$ cat src/shared/pg_mask_pkg.sv
// Shared constants for the power-good output mask bank
package pg_mask_pkg;

  // Register indices; each register is one aligned 32-bit word at index * 4
  localparam logic [7:0] IDX_PIN2_FIRST = 8'ha8;
  localparam logic [7:0] IDX_PIN2_SECOND = 8'ha9;
  localparam logic [7:0] IDX_PIN3_FIRST = 8'haa;
  localparam logic [7:0] IDX_STATUS = 8'hc0;
  localparam int unsigned IDX_LSB = 2;
  localparam int unsigned MIN_ADDR_WIDTH = 10;

  // First mask register layout (both pins)
  localparam int unsigned BIT_SECOND_LINEAR = 7;
  localparam int unsigned BIT_SWITCH_A_ONE = 6;
  localparam int unsigned BIT_STEP_DOWN_SIX = 5;
  localparam int unsigned BIT_STEP_DOWN_ONE = 0;
  localparam int unsigned STEP_DOWN_RAILS = 6;

  // Second mask register layout
  localparam int unsigned BIT_CONTROL_FIVE = 7;
  localparam int unsigned BIT_CONTROL_FOUR = 6;
  localparam int unsigned BIT_CONTROL_TWO = 5;
  localparam int unsigned BIT_CONTROL_ONE = 4;
  localparam int unsigned BIT_TERMINATION = 3;
  localparam int unsigned BIT_SHARED = 2;
  localparam int unsigned BIT_SWITCH_B_ONE = 1;
  localparam int unsigned BIT_THIRD_LINEAR = 0;

  localparam int unsigned MASK_WIDTH = 8;
  localparam int unsigned PIN2_SOURCES = 16;
  localparam int unsigned PIN3_SOURCES = 8;

  // Status register layout
  localparam int unsigned STAT_PIN2_FAIL_LSB = 0;
  localparam int unsigned STAT_PIN3_FAIL_LSB = 16;
  localparam int unsigned STAT_PIN2_LEVEL = 24;
  localparam int unsigned STAT_PIN3_LEVEL = 25;

  // Factory variants
  localparam int unsigned VARIANT_COUNT = 4;
  localparam int unsigned VARIANT_SHARED_SWITCH = 3;

  // Factory mask defaults, indexed by variant
  localparam logic [7:0] PIN2_FIRST_DEFAULT [VARIANT_COUNT] = '{8'hdf, 8'heb, 8'hdf, 8'hc0};
  localparam logic [7:0] PIN2_SECOND_DEFAULT [VARIANT_COUNT] = '{8'h3f, 8'hfc, 8'hff, 8'hc7};
  localparam logic [7:0] PIN3_FIRST_DEFAULT [VARIANT_COUNT] = '{8'he0, 8'h5c, 8'hf7, 8'hdf};

  localparam logic PG_LEVEL_RESET = 1'b0;
  localparam logic [31:0] READ_ZERO = 32'h0000_0000;

endpackage

$ cat src/design/power_good_output_mask_bank.sv
// Power-good mask registers, APB slave and output pin trees
`timescale 1ns/10ps

//
// Behaviour
// - Mask bit 7 clear includes second linear regulator
// - Any mask bit set drops its source
// - Bit 6 gates load switch A one
// - Bits 5..0 gate step-down rails six..one
// - Second bits 7..4 gate control inputs
// - Second bit 3 gates termination regulator
// - Second bit 2 gates variant-chosen shared source
// - Second bit 1 gates load switch B one
// - Second bit 0 gates third linear regulator
// - Pin-two masks at indices a8h, a9h
// - Pin-three first mask at aah, same layout
module power_good_output_mask_bank #(
  parameter int unsigned ADDR_WIDTH = 10,
  parameter int unsigned VARIANT = 0
) (
  input wire logic core_clk_i,
  input wire logic nrst_i,
  input wire logic psel_i,
  input wire logic penable_i,
  input wire logic pwrite_i,
  input wire logic [ADDR_WIDTH-1:0] paddr_i,
  input wire logic [31:0] pwdata_i,
  input wire logic [3:0] pstrb_i,
  output logic [31:0] prdata_o,
  output logic pready_o,
  output logic pslverr_o,
  input wire logic [5:0] step_down_good_i,
  input wire logic second_adjustable_linear_reg_good_i,
  input wire logic third_adjustable_linear_reg_good_i,
  input wire logic load_switch_a_one_good_i,
  input wire logic load_switch_b_one_good_i,
  input wire logic switch_b_two_good_i,
  input wire logic first_adjustable_linear_reg_good_i,
  input wire logic memory_termination_reg_good_i,
  input wire logic control_input_one_i,
  input wire logic control_input_two_i,
  input wire logic control_input_four_i,
  input wire logic control_input_five_i,
  output logic general_output_pin_two_o,
  output logic general_output_pin_three_o
);
  import pg_mask_pkg::*;

  typedef enum {
    SEL_NONE,
    SEL_PIN2_FIRST,
    SEL_PIN2_SECOND,
    SEL_PIN3_FIRST,
    SEL_STATUS
  } reg_sel_type;

  logic [MASK_WIDTH-1:0] pin2_rail_mask_first_reg;
  logic [MASK_WIDTH-1:0] pin2_rail_mask_second_reg;
  logic [MASK_WIDTH-1:0] pin3_rail_mask_first_reg;
  logic [31:0] prdata_reg;
  logic [31:0] prdata_next;
  logic pready_reg;
  logic pslverr_reg;
  logic pslverr_next;
  logic setup_phase;
  logic write_done;
  logic lane0_write;
  reg_sel_type setup_sel;
  reg_sel_type access_sel;

  logic [MASK_WIDTH-1:0] first_group_good;
  logic [MASK_WIDTH-1:0] second_group_good;
  logic [MASK_WIDTH-1:0] first_group_reg;
  logic [MASK_WIDTH-1:0] second_group_reg;
  logic shared_source_good;
  logic [PIN2_SOURCES-1:0] pin2_mask_vec;
  logic [PIN2_SOURCES-1:0] pin2_good_vec;
  logic [PIN2_SOURCES-1:0] pin2_fail;
  logic [PIN3_SOURCES-1:0] pin3_fail;
  logic pin2_level;
  logic pin3_level;

  generate
    if (ADDR_WIDTH < MIN_ADDR_WIDTH) begin : g_addr_check
      $error("ADDR_WIDTH too small to reach every register");
    end
    if (VARIANT >= VARIANT_COUNT) begin : g_variant_check
      $error("VARIANT outside the factory variant range");
    end
  endgenerate

  // Full decode: upper address bits and byte offset must be zero
  function automatic reg_sel_type decode_addr(input logic [ADDR_WIDTH-1:0] addr);
    logic [ADDR_WIDTH-1:0] base;
    base = addr;
    decode_addr = SEL_NONE;
    if (base[IDX_LSB-1:0] == 2'b00 && (base >> (IDX_LSB + 8)) == '0) begin
      case (base[IDX_LSB +: 8])
        IDX_PIN2_FIRST: decode_addr = SEL_PIN2_FIRST;
        IDX_PIN2_SECOND: decode_addr = SEL_PIN2_SECOND;
        IDX_PIN3_FIRST: decode_addr = SEL_PIN3_FIRST;
        IDX_STATUS: decode_addr = SEL_STATUS;
        default: decode_addr = SEL_NONE;
      endcase
    end
  endfunction

  // Bus control
  always_comb begin
    setup_phase = psel_i && !penable_i;
    setup_sel = decode_addr(paddr_i);
    access_sel = decode_addr(paddr_i);
    write_done = psel_i && penable_i && pready_reg && pwrite_i;
    lane0_write = write_done && pstrb_i[0];
  end

  // One wait-free access cycle: answer is prepared during the setup cycle
  always_ff @(posedge core_clk_i or negedge nrst_i) begin
    if (!nrst_i) begin
      pready_reg <= 1'b0;
    end else begin
      pready_reg <= setup_phase;
    end
  end

  // Unmapped addresses and writes to the read-only status word are errors
  always_comb begin
    pslverr_next = 1'b0;
    case (setup_sel)
      SEL_NONE: pslverr_next = 1'b1;
      SEL_STATUS: pslverr_next = pwrite_i;
      default: pslverr_next = 1'b0;
    endcase
  end

  always_ff @(posedge core_clk_i or negedge nrst_i) begin
    if (!nrst_i) begin
      pslverr_reg <= 1'b0;
    end else if (setup_phase) begin
      pslverr_reg <= pslverr_next;
    end else if (pready_reg) begin
      pslverr_reg <= 1'b0;
    end
  end

  // Read data, narrow masks in the low byte with upper bits zero; the status word fills bits 25..0
  always_comb begin
    prdata_next = READ_ZERO;
    case (setup_sel)
      SEL_PIN2_FIRST: prdata_next[MASK_WIDTH-1:0] = pin2_rail_mask_first_reg;
      SEL_PIN2_SECOND: prdata_next[MASK_WIDTH-1:0] = pin2_rail_mask_second_reg;
      SEL_PIN3_FIRST: prdata_next[MASK_WIDTH-1:0] = pin3_rail_mask_first_reg;
      SEL_STATUS: begin
        prdata_next[STAT_PIN2_FAIL_LSB +: PIN2_SOURCES] = pin2_fail;
        prdata_next[STAT_PIN3_FAIL_LSB +: PIN3_SOURCES] = pin3_fail;
        prdata_next[STAT_PIN2_LEVEL] = pin2_level;
        prdata_next[STAT_PIN3_LEVEL] = pin3_level;
      end
      default: prdata_next = READ_ZERO;
    endcase
  end

  always_ff @(posedge core_clk_i or negedge nrst_i) begin
    if (!nrst_i) begin
      prdata_reg <= READ_ZERO;
    end else if (setup_phase && !pwrite_i) begin
      prdata_reg <= prdata_next;
    end else if (pready_reg) begin
      prdata_reg <= READ_ZERO;
    end
  end

  // Mask registers: factory defaults at reset, byte lane 0 on write
  always_ff @(posedge core_clk_i or negedge nrst_i) begin
    if (!nrst_i) begin
      pin2_rail_mask_first_reg <= PIN2_FIRST_DEFAULT[VARIANT];
    end else if (lane0_write && access_sel == SEL_PIN2_FIRST) begin
      pin2_rail_mask_first_reg <= pwdata_i[MASK_WIDTH-1:0];
    end
  end

  always_ff @(posedge core_clk_i or negedge nrst_i) begin
    if (!nrst_i) begin
      pin2_rail_mask_second_reg <= PIN2_SECOND_DEFAULT[VARIANT];
    end else if (lane0_write && access_sel == SEL_PIN2_SECOND) begin
      pin2_rail_mask_second_reg <= pwdata_i[MASK_WIDTH-1:0];
    end
  end

  always_ff @(posedge core_clk_i or negedge nrst_i) begin
    if (!nrst_i) begin
      pin3_rail_mask_first_reg <= PIN3_FIRST_DEFAULT[VARIANT];
    end else if (lane0_write && access_sel == SEL_PIN3_FIRST) begin
      pin3_rail_mask_first_reg <= pwdata_i[MASK_WIDTH-1:0];
    end
  end

  // Shared source is fixed by the factory variant, not by software
  always_comb begin
    if (VARIANT == VARIANT_SHARED_SWITCH) begin
      shared_source_good = switch_b_two_good_i;
    end else begin
      shared_source_good = first_adjustable_linear_reg_good_i;
    end
  end

  // First group in mask bit order
  always_comb begin
    first_group_good = '0;
    first_group_good[BIT_SECOND_LINEAR] = second_adjustable_linear_reg_good_i;
    first_group_good[BIT_SWITCH_A_ONE] = load_switch_a_one_good_i;
    first_group_good[BIT_STEP_DOWN_SIX:BIT_STEP_DOWN_ONE] = step_down_good_i;
  end

  // Second group; control inputs count as good when high
  always_comb begin
    second_group_good = '0;
    second_group_good[BIT_CONTROL_FIVE] = control_input_five_i;
    second_group_good[BIT_CONTROL_FOUR] = control_input_four_i;
    second_group_good[BIT_CONTROL_TWO] = control_input_two_i;
    second_group_good[BIT_CONTROL_ONE] = control_input_one_i;
    second_group_good[BIT_TERMINATION] = memory_termination_reg_good_i;
    second_group_good[BIT_SHARED] = shared_source_good;
    second_group_good[BIT_SWITCH_B_ONE] = load_switch_b_one_good_i;
    second_group_good[BIT_THIRD_LINEAR] = third_adjustable_linear_reg_good_i;
  end

  // Capture all sources on one edge so both trees see a coherent snapshot
  always_ff @(posedge core_clk_i or negedge nrst_i) begin
    if (!nrst_i) begin
      first_group_reg <= '0;
    end else begin
      first_group_reg <= first_group_good;
    end
  end

  always_ff @(posedge core_clk_i or negedge nrst_i) begin
    if (!nrst_i) begin
      second_group_reg <= '0;
    end else begin
      second_group_reg <= second_group_good;
    end
  end

  always_comb begin
    pin2_good_vec = {second_group_reg, first_group_reg};
    pin2_mask_vec = {pin2_rail_mask_second_reg, pin2_rail_mask_first_reg};
  end

  // Pin two: all sixteen sources, masked bits ignored
  pg_tree #(
    .WIDTH(PIN2_SOURCES)
  ) u_pin2_tree (
    .core_clk_i(core_clk_i),
    .nrst_i(nrst_i),
    .good_i(pin2_good_vec),
    .mask_i(pin2_mask_vec),
    .level_o(pin2_level),
    .fail_o(pin2_fail)
  );

  // Pin three: only the first group is masked here; the rest is not in this bank
  pg_tree #(
    .WIDTH(PIN3_SOURCES)
  ) u_pin3_tree (
    .core_clk_i(core_clk_i),
    .nrst_i(nrst_i),
    .good_i(first_group_reg),
    .mask_i(pin3_rail_mask_first_reg),
    .level_o(pin3_level),
    .fail_o(pin3_fail)
  );

  // Pins are re-registered so they come straight from flip-flops
  always_ff @(posedge core_clk_i or negedge nrst_i) begin
    if (!nrst_i) begin
      general_output_pin_two_o <= PG_LEVEL_RESET;
    end else begin
      general_output_pin_two_o <= pin2_level;
    end
  end

  always_ff @(posedge core_clk_i or negedge nrst_i) begin
    if (!nrst_i) begin
      general_output_pin_three_o <= PG_LEVEL_RESET;
    end else begin
      general_output_pin_three_o <= pin3_level;
    end
  end

  always_comb begin
    prdata_o = prdata_reg;
    pready_o = pready_reg;
    pslverr_o = pslverr_reg;
  end

endmodule

$ cat src/design/pg_tree.sv
// Masked power-good combiner for one output pin
`timescale 1ns/10ps
module pg_tree #(
  parameter int unsigned WIDTH = 8
) (
  input wire logic core_clk_i,
  input wire logic nrst_i,
  input wire logic [WIDTH-1:0] good_i,
  input wire logic [WIDTH-1:0] mask_i,
  output logic level_o,
  output logic [WIDTH-1:0] fail_o
);
  import pg_mask_pkg::*;

  logic [WIDTH-1:0] fail_next;
  logic level_next;

  generate
    if (WIDTH < 1) begin : g_width_check
      $error("pg_tree needs at least one source");
    end
  endgenerate

  // A source fails only while it is unmasked and not good
  always_comb begin
    fail_next = ~good_i & ~mask_i;
    level_next = ~|fail_next;
  end

  // Level is registered so the pin never glitches between sources
  always_ff @(posedge core_clk_i or negedge nrst_i) begin
    if (!nrst_i) begin
      level_o <= PG_LEVEL_RESET;
    end else begin
      level_o <= level_next;
    end
  end

  always_ff @(posedge core_clk_i or negedge nrst_i) begin
    if (!nrst_i) begin
      fail_o <= '0;
    end else begin
      fail_o <= fail_next;
    end
  end

endmodule

$ cat config.mk
export PLATFORM = sky130hd
export DESIGN_NAME = power_good_output_mask_bank
export DESIGN_NICKNAME = d
export VERILOG_FILES = /design/src/shared/pg_mask_pkg.sv /design/src/design/power_good_output_mask_bank.sv /design/src/design/pg_tree.sv
export SDC_FILE = /design/constraint.sdc
export NUM_CORES = 1
export LEC_CHECK = 0
export ABC_AREA = 1
export BUFFER_PORTS_ARGS = -buffer_cell sky130_fd_sc_hd__clkbuf_2
export CORE_MARGIN = 3
export CORE_UTILIZATION = 30
export DETAILED_ROUTE_END_ITERATION = 10
export GPL_ROUTABILITY_DRIVEN = 0
export GPL_TIMING_DRIVEN = 1
export SETUP_SLACK_MARGIN = 0.4
export SLEW_MARGIN = 15
export SYNTH_ARGS = -nofsm -noshare
export SYNTH_HDL_FRONTEND = slang
export SYNTH_SLANG_ARGS = --single-unit
$ cat constraint.sdc
create_clock -name core_clk_i -period 1.6 [get_ports core_clk_i]
set_input_delay 0.16 -clock core_clk_i [delete_from_list [all_inputs] [get_ports core_clk_i]]
set_output_delay 0.16 -clock core_clk_i [all_outputs]
set_load 0.01 [all_outputs]
Word-level counts from Yosys, hierarchy flattened
Cells that the tools add are included.
- equal/unequal tests: 11
- muxes and demuxes: 9
- bitwise logic cells: 6
- reduce and logical (&&, ||, !) cells: 19
- operator list (cell ; number):
    2-to-1 mux 32 bit ; 2
    == test 32 x 2 -> 1 bit, second input constant ; 1
    == test 32 x 3 -> 1 bit, second input constant ; 1
    == test 8 bit, second input constant ; 4
    logical NOT 32 bit ; 1
    inverter 16 bit ; 2
    one-hot mux 8 bit (4 select lines) ; 1
    2-to-1 mux 18 bit ; 1
    bitwise AND 16 bit ; 1
    inverter 8 bit ; 2
    OR reduction 16 bit ; 1
    one-hot mux 3 bit (4 select lines) ; 1
    == test 3 x 2 -> 1 bit, second input constant ; 3
    logical AND 1 bit ; 9
    bitwise AND 8 bit ; 1
    OR reduction 8 bit ; 1
    logical NOT 1 bit ; 4
    nonzero test 2 bit ; 2
    == test 3 x 1 -> 1 bit, second input constant ; 1
    == test 3 bit, second input constant ; 1
    2-to-1 mux 3 bit ; 1
    logical NOT 2 bit ; 1
    2-to-1 mux 1 bit ; 2
    one-hot mux 1 bit (2 select lines) ; 1
- flip-flop bits (word level): 102
- bits of input ports: 68
- output and inout port bits: 36
- word-level logic and storage cells: 59

Longest topological paths before layout
- word-level depth: 6
- mapped depth: 10
- depth with buffers taken out: 9

Modules after synthesis
From an unflattened synthesis, not the netlist that was laid out.
- cell total of the unflattened synthesis: 425
- area, all modules: 4010.1 µm²
- by module, submodules not included (module ; times used ; cells each ; area each (µm²) ; sequential area each (µm²)):
    power_good_output_mask_bank ; 1 ; 308 ; 3009.1 ; 1771.7
    pg_tree (u_pin2_tree) ; 1 ; 93 ; 719.4 ; 425.4
    pg_tree (u_pin3_tree) ; 1 ; 24 ; 281.5 ; 225.2

Least setup slack after synthesis
Ideal clock, no wire load.
- kind: register -> register
- start: register pready_reg (netlist: pready_o)
- end: register pin2_rail_mask_first_reg[0]
- setup time: 0.079 ns
- arrival time: 1.214 ns
- data required time: 1.521 ns
- slack: 0.307 ns
- stages on the path, launching flop included: 6
- buffers on the path: 1
- period minus slack after synthesis: 1.293 ns
- cells stage by stage: dfrtp_1 nand3_1 nor2_2 nand3_1 buf_2 o21ai_0
- longest elaborated chain between the ends: 4
- RTL lines (what ; line ; source):
    from (decl) ; power_good_output_mask_bank.sv:62 ; logic pready_reg;
    from (signal assigned) ; power_good_output_mask_bank.sv:122 ; pready_reg <= setup_phase;
    logical AND 1 bit (2 in series) ; power_good_output_mask_bank.sv:113 ; write_done = psel_i && penable_i && pready_reg && pwrite_i;
    logical AND 1 bit ; power_good_output_mask_bank.sv:114 ; lane0_write = write_done && pstrb_i[0];
    logical AND 1 bit ; power_good_output_mask_bank.sv:177 ; end else if (lane0_write && access_sel == SEL_PIN2_FIRST) begin
    to (signal assigned) ; power_good_output_mask_bank.sv:176 ; pin2_rail_mask_first_reg <= PIN2_FIRST_DEFAULT[VARIANT];
    to (signal assigned) ; power_good_output_mask_bank.sv:178 ; pin2_rail_mask_first_reg <= pwdata_i[MASK_WIDTH-1:0];
    to (decl) ; power_good_output_mask_bank.sv:57 ; logic [MASK_WIDTH-1:0] pin2_rail_mask_first_reg;
Every way passes these cells.
A chain may end at the register's enable or synchronous reset.

Worst setup path after layout
- start: register pready_reg (netlist: pready_o)
- end: register pin2_rail_mask_second_reg[6]
- longest elaborated chain between the ends: 4
- RTL lines (what ; line ; source):
    logical AND 1 bit (2 in series) ; power_good_output_mask_bank.sv:113 ;
    logical AND 1 bit ; power_good_output_mask_bank.sv:114 ;
    logical AND 1 bit ; power_good_output_mask_bank.sv:185 ; end else if (lane0_write && access_sel == SEL_PIN2_SECOND) begin
    to (signal assigned) ; power_good_output_mask_bank.sv:184 ; pin2_rail_mask_second_reg <= PIN2_SECOND_DEFAULT[VARIANT];
    to (signal assigned) ; power_good_output_mask_bank.sv:186 ; pin2_rail_mask_second_reg <= pwdata_i[MASK_WIDTH-1:0];
    to (decl) ; power_good_output_mask_bank.sv:58 ; logic [MASK_WIDTH-1:0] pin2_rail_mask_second_reg;
Every way passes these cells.

==> results.rst <==
.. list-table::
   :header-rows: 1

   * - Metric
     - Value
   * - Final setup vio count
     - 0
   * - Row count
     - 40
   * - Width of the die
     - ~120 um
   * - Clock buffers created by TritonCTS
     - 9
   * - Path depth of the worst reg2reg path
     - 6
   * - Clock sinks
     - 96
   * - Worst flop-to-flop path startpoint
     - pready_o
   * - Flip-flop and latch count after synthesis
     - 96
   * - Average detailed-routed wire length per instance
     - approximately 14 um
   * - Stages on the worst setup path
     - 6
   * - Category of the worst setup path capture point
     - flop
   * - Maximum fanout encountered on the critical timing path
     - 8
   * - TritonCTS clock tree
     - built
   * - Slowest stage cell on the critical path
     - sky130_fd_sc_hd__dfrtp_1
   * - Final period utilization
     - about three quarters
   * - Required time reported for the critical path endpoint
     - 1.83 ns
   * - Synth area leaders
     - sky130_fd_sc_hd__dfrtp_1 (53%), sky130_fd_sc_hd__dfstp_2 (11%), sky130_fd_sc_hd__nand2_1 (11%)
   * - Latest clock arrival within the worst-skew pair
     - about 0.34 ns
   * - Wire length of the first global-routing pass
     - 15520 um
   * - Crit start category
     - flop
   * - CP top delay family
     - simple AND/OR/NAND/NOR gates
   * - Largest area contributor in the synthesized netlist
     - sky130_fd_sc_hd__dfrtp_1
   * - Detailed placement HPWL
     - 6506 um
   * - Summed negative setup slack over all endpoints
     - 0 ns
   * - Critical path origin
     - pready_o
   * - Reg-to-Reg End
     - pin2_rail_mask_second_reg[6]
   * - Cell Area, Synth
     - ~3800 um^2
   * - Max Slew Vio Count
     - 0
   * - Number of search-and-repair iterations in the first detailed-routing pass
     - 6
   * - Total detailed-routing wirelength
     - roughly 9400 um
   * - Max H-tree Level
     - 3
   * - Pin count of the biggest net entering global routing
     - 35
   * - Max Cap Viol
     - 0
   * - Max frequency
     - slightly above 800 MHz
   * - Number of global-route vias before repair
     - between 2000 and 3000
   * - Yosys warns
     - 0
   * - Height of the chip
     - roughly 120 um
   * - Path type of the worst setup path
     - reg -> reg
   * - Final worst clock skew
     - between 0.007 and 0.008 ns
   * - Arrival time at the worst endpoint
     - around 1.4 ns
   * - Worst hold path cell count
     - 3
   * - Unrepaired setup endpoints after global routing
     - true
   * - Worst R2R Setup Slack
     - approximately 0.4 ns
   * - Area of the multi-input gates
     - between 1000 and 1500 um^2
   * - Outcome
     - completed
   * - Commonest non-fill, non-tap cells in the layout
     - sky130_fd_sc_hd__nand2_1 (102), sky130_fd_sc_hd__dfrtp_1 (80), sky130_fd_sc_hd__clkbuf_2 (68)
   * - Clock slew seen by the registers of the worst setup and hold paths
     - around 0.060 ns
   * - Worst stage delay on the critical path
     - around 0.4 ns
   * - Initial Utilization
     - 31.04%
   * - Area of the core region
     - ~12000 um^2
   * - Avg Cell Area, Syn
     - between 10 and 15 um^2
   * - Final critical delay including setup and external delays
     - roughly 1.2 ns
   * - Number of endpoints with negative hold slack in the final report
     - 0
   * - CTS Buffer Depth
     - 2
   * - Top-area cell type share of the netlist area
     - a little over half
   * - Class of the worst hold path
     - in -> reg
   * - Leakage Power
     - roughly 2.4 nW
   * - Peak supply drop
     - 0.0003666 V
   * - Antenna fix cells
     - 0
   * - Instance count of the mapped netlist
     - between 300 and 400
   * - Post-route standard cell area excluding fillers
     - roughly 5000 um^2
   * - Total area of sequential cells
     - approximately 2400 um^2
   * - Post-place instance area
     - about 4400 um^2
   * - NumNets Final
     - between 500 and 600
   * - Area overhead of the layout relative to synthesis
     - 31.85%
   * - Via total after detailed routing
     - 2930
   * - Remaining global-route overflow
     - 0
   * - Global-route usage over all layers
     - between 10% and 20%
   * - DRC marker count from the first detailed-route iteration
     - about 260
   * - Count of antenna-violating nets left after detailed routing
     - 0
   * - Hold path startpoint
     - pwdata_i[0]
   * - Worst hold-check slack
     - about 0.083 ns
   * - Fraction of layout cells with a size suffix above 1
     - 31.61%
   * - Distinct cells, synth
     - 26
   * - Buffers and inverters on the worst path
     - 1
   * - Initial antenna violation count
     - 0
   * - DRC Markers
     - 0
   * - Most common cell after layout, fill and taps aside
     - sky130_fd_sc_hd__nand2_1
   * - Capturing element of the worst setup path
     - pin2_rail_mask_second_reg[6]
   * - I/O pin count
     - roughly 100
   * - Root cell of the clock tree
     - sky130_fd_sc_hd__clkbuf_16
   * - Sequential element share of the synthesized area
     - between 60% and 70%
   * - DIE AREA
     - approximately 14000 um^2
   * - Filler cell count in the final layout
     - between 1000 and 1500
   * - Largest register FFs
     - 26
   * - Number of vias per cell after detailed routing
     - between 4 and 5
   * - CP Cell Sequence
     - nand3_2, nor2_4, buf_12, nand3_4, nand2_2, o21ai_2
   * - Port-buffer cells
     - 69
   * - Power density normalized to cell area
     - ~1000 nW/um^2
[logic make-up (layout without fill, tap and decap cells)]
family	count (synthesis)	after routing	synth area share, %
other cells	1	6	0.09934
flops	96	96	64.17
simple gates	207	210	24.43
buf+inv	36	137	5.502
compound gates	35	35	5.801
[through the flow]
step	total power (W)	util (%)	setup slack [ns]	instances
after floorplan	0.002656	-	0.3927	380
after global placement	0.002796	35.83	0.1584	610
after detailed placement	0.002803	35.83	0.1817	610
after CTS	0.004938	40.16	0.3769	647
after global routing	0.005094	40.93	0.3232	652
final	0.004892	40.93	0.3916	652
[repair_timing]
item	4_1_cts	5_1_grt
hold buffers	18	0
endpoints found under the hold margin	36	0
buffers inserted	1	4
pin swaps	2	7
endpoints found under the setup margin	51	49
resized for setup	4	17
gates cloned	2	1
[power by group]
part / total, W / switching (W) / internal (W)
combinational: 0.000295 / 0.000184 / 0.000110
sequential: 0.00251 / 0.0000239 / 0.00249
clock: 0.00209 / 0.000873 / 0.00121
[worst min path at each step]
stage          slack, ns                            to
3_3_place_gp        0.13                  prdata_o[16]
3_5_place_dp        0.14                  prdata_o[16]
2_1_floorplan      -0.14            first_group_reg[0]
6_report            0.08  pin2_rail_mask_second_reg[0]
4_1_cts             0.09  pin2_rail_mask_second_reg[0]
5_1_grt             0.10  pin2_rail_mask_second_reg[0]
[final cells by class]
class / count / share of cell area (%)
Clock inverter: 3 / 0.8798
Inverter: 17 / 1.383
Clock buffer: 13 / 4.827
Sequential cell: 96 / 48.67
Multi-Input combinational cell: 251 / 26.09
Tap cell: 168 / 4.223
Timing Repair Buffer: 104 / 13.93
[tightest hold or removal path, cell delays in order]
cell,delay [ns]
sky130_fd_sc_hd__clkbuf_2,0.09
sky130_fd_sc_hd__inv_1,0.10
sky130_fd_sc_hd__o21ai_2,0.07
[cell usage after synthesis]
cell type                    n
sky130_fd_sc_hd__a21oi_4     1
sky130_fd_sc_hd__and2_1      1
sky130_fd_sc_hd__buf_2       7
sky130_fd_sc_hd__buf_4       7
sky130_fd_sc_hd__buf_6       5
sky130_fd_sc_hd__clkinv_1    1
sky130_fd_sc_hd__conb_1      1
sky130_fd_sc_hd__dfrtp_1    80
sky130_fd_sc_hd__dfstp_2    16
sky130_fd_sc_hd__inv_1      13
sky130_fd_sc_hd__inv_2       3
sky130_fd_sc_hd__nand2_1   107
sky130_fd_sc_hd__nand2_2     2
sky130_fd_sc_hd__nand3_1    47
sky130_fd_sc_hd__nand3_2     1
sky130_fd_sc_hd__nand3_4     2
sky130_fd_sc_hd__nor2_1     34
sky130_fd_sc_hd__nor2_2      3
sky130_fd_sc_hd__nor2_4      2
sky130_fd_sc_hd__nor4_1      6
sky130_fd_sc_hd__o21ai_0    18
sky130_fd_sc_hd__o21ai_1     7
sky130_fd_sc_hd__o21ai_2     8
sky130_fd_sc_hd__o31ai_1     1
sky130_fd_sc_hd__or2_1       1
sky130_fd_sc_hd__or2_4       1
[layer usage]
metal	vias to the layer above	share of wire, %	GRT usage, %	wire length [um]
met5	-	0	0	0
met4	0	1.4	5.128	131
met3	11	6.1	2.919	568
met2	103	49	22.72	4611
met1	1397	43	18.73	4067
li1	1419	-	-	-
Note: power is estimated with default switching activity, not from simulation.
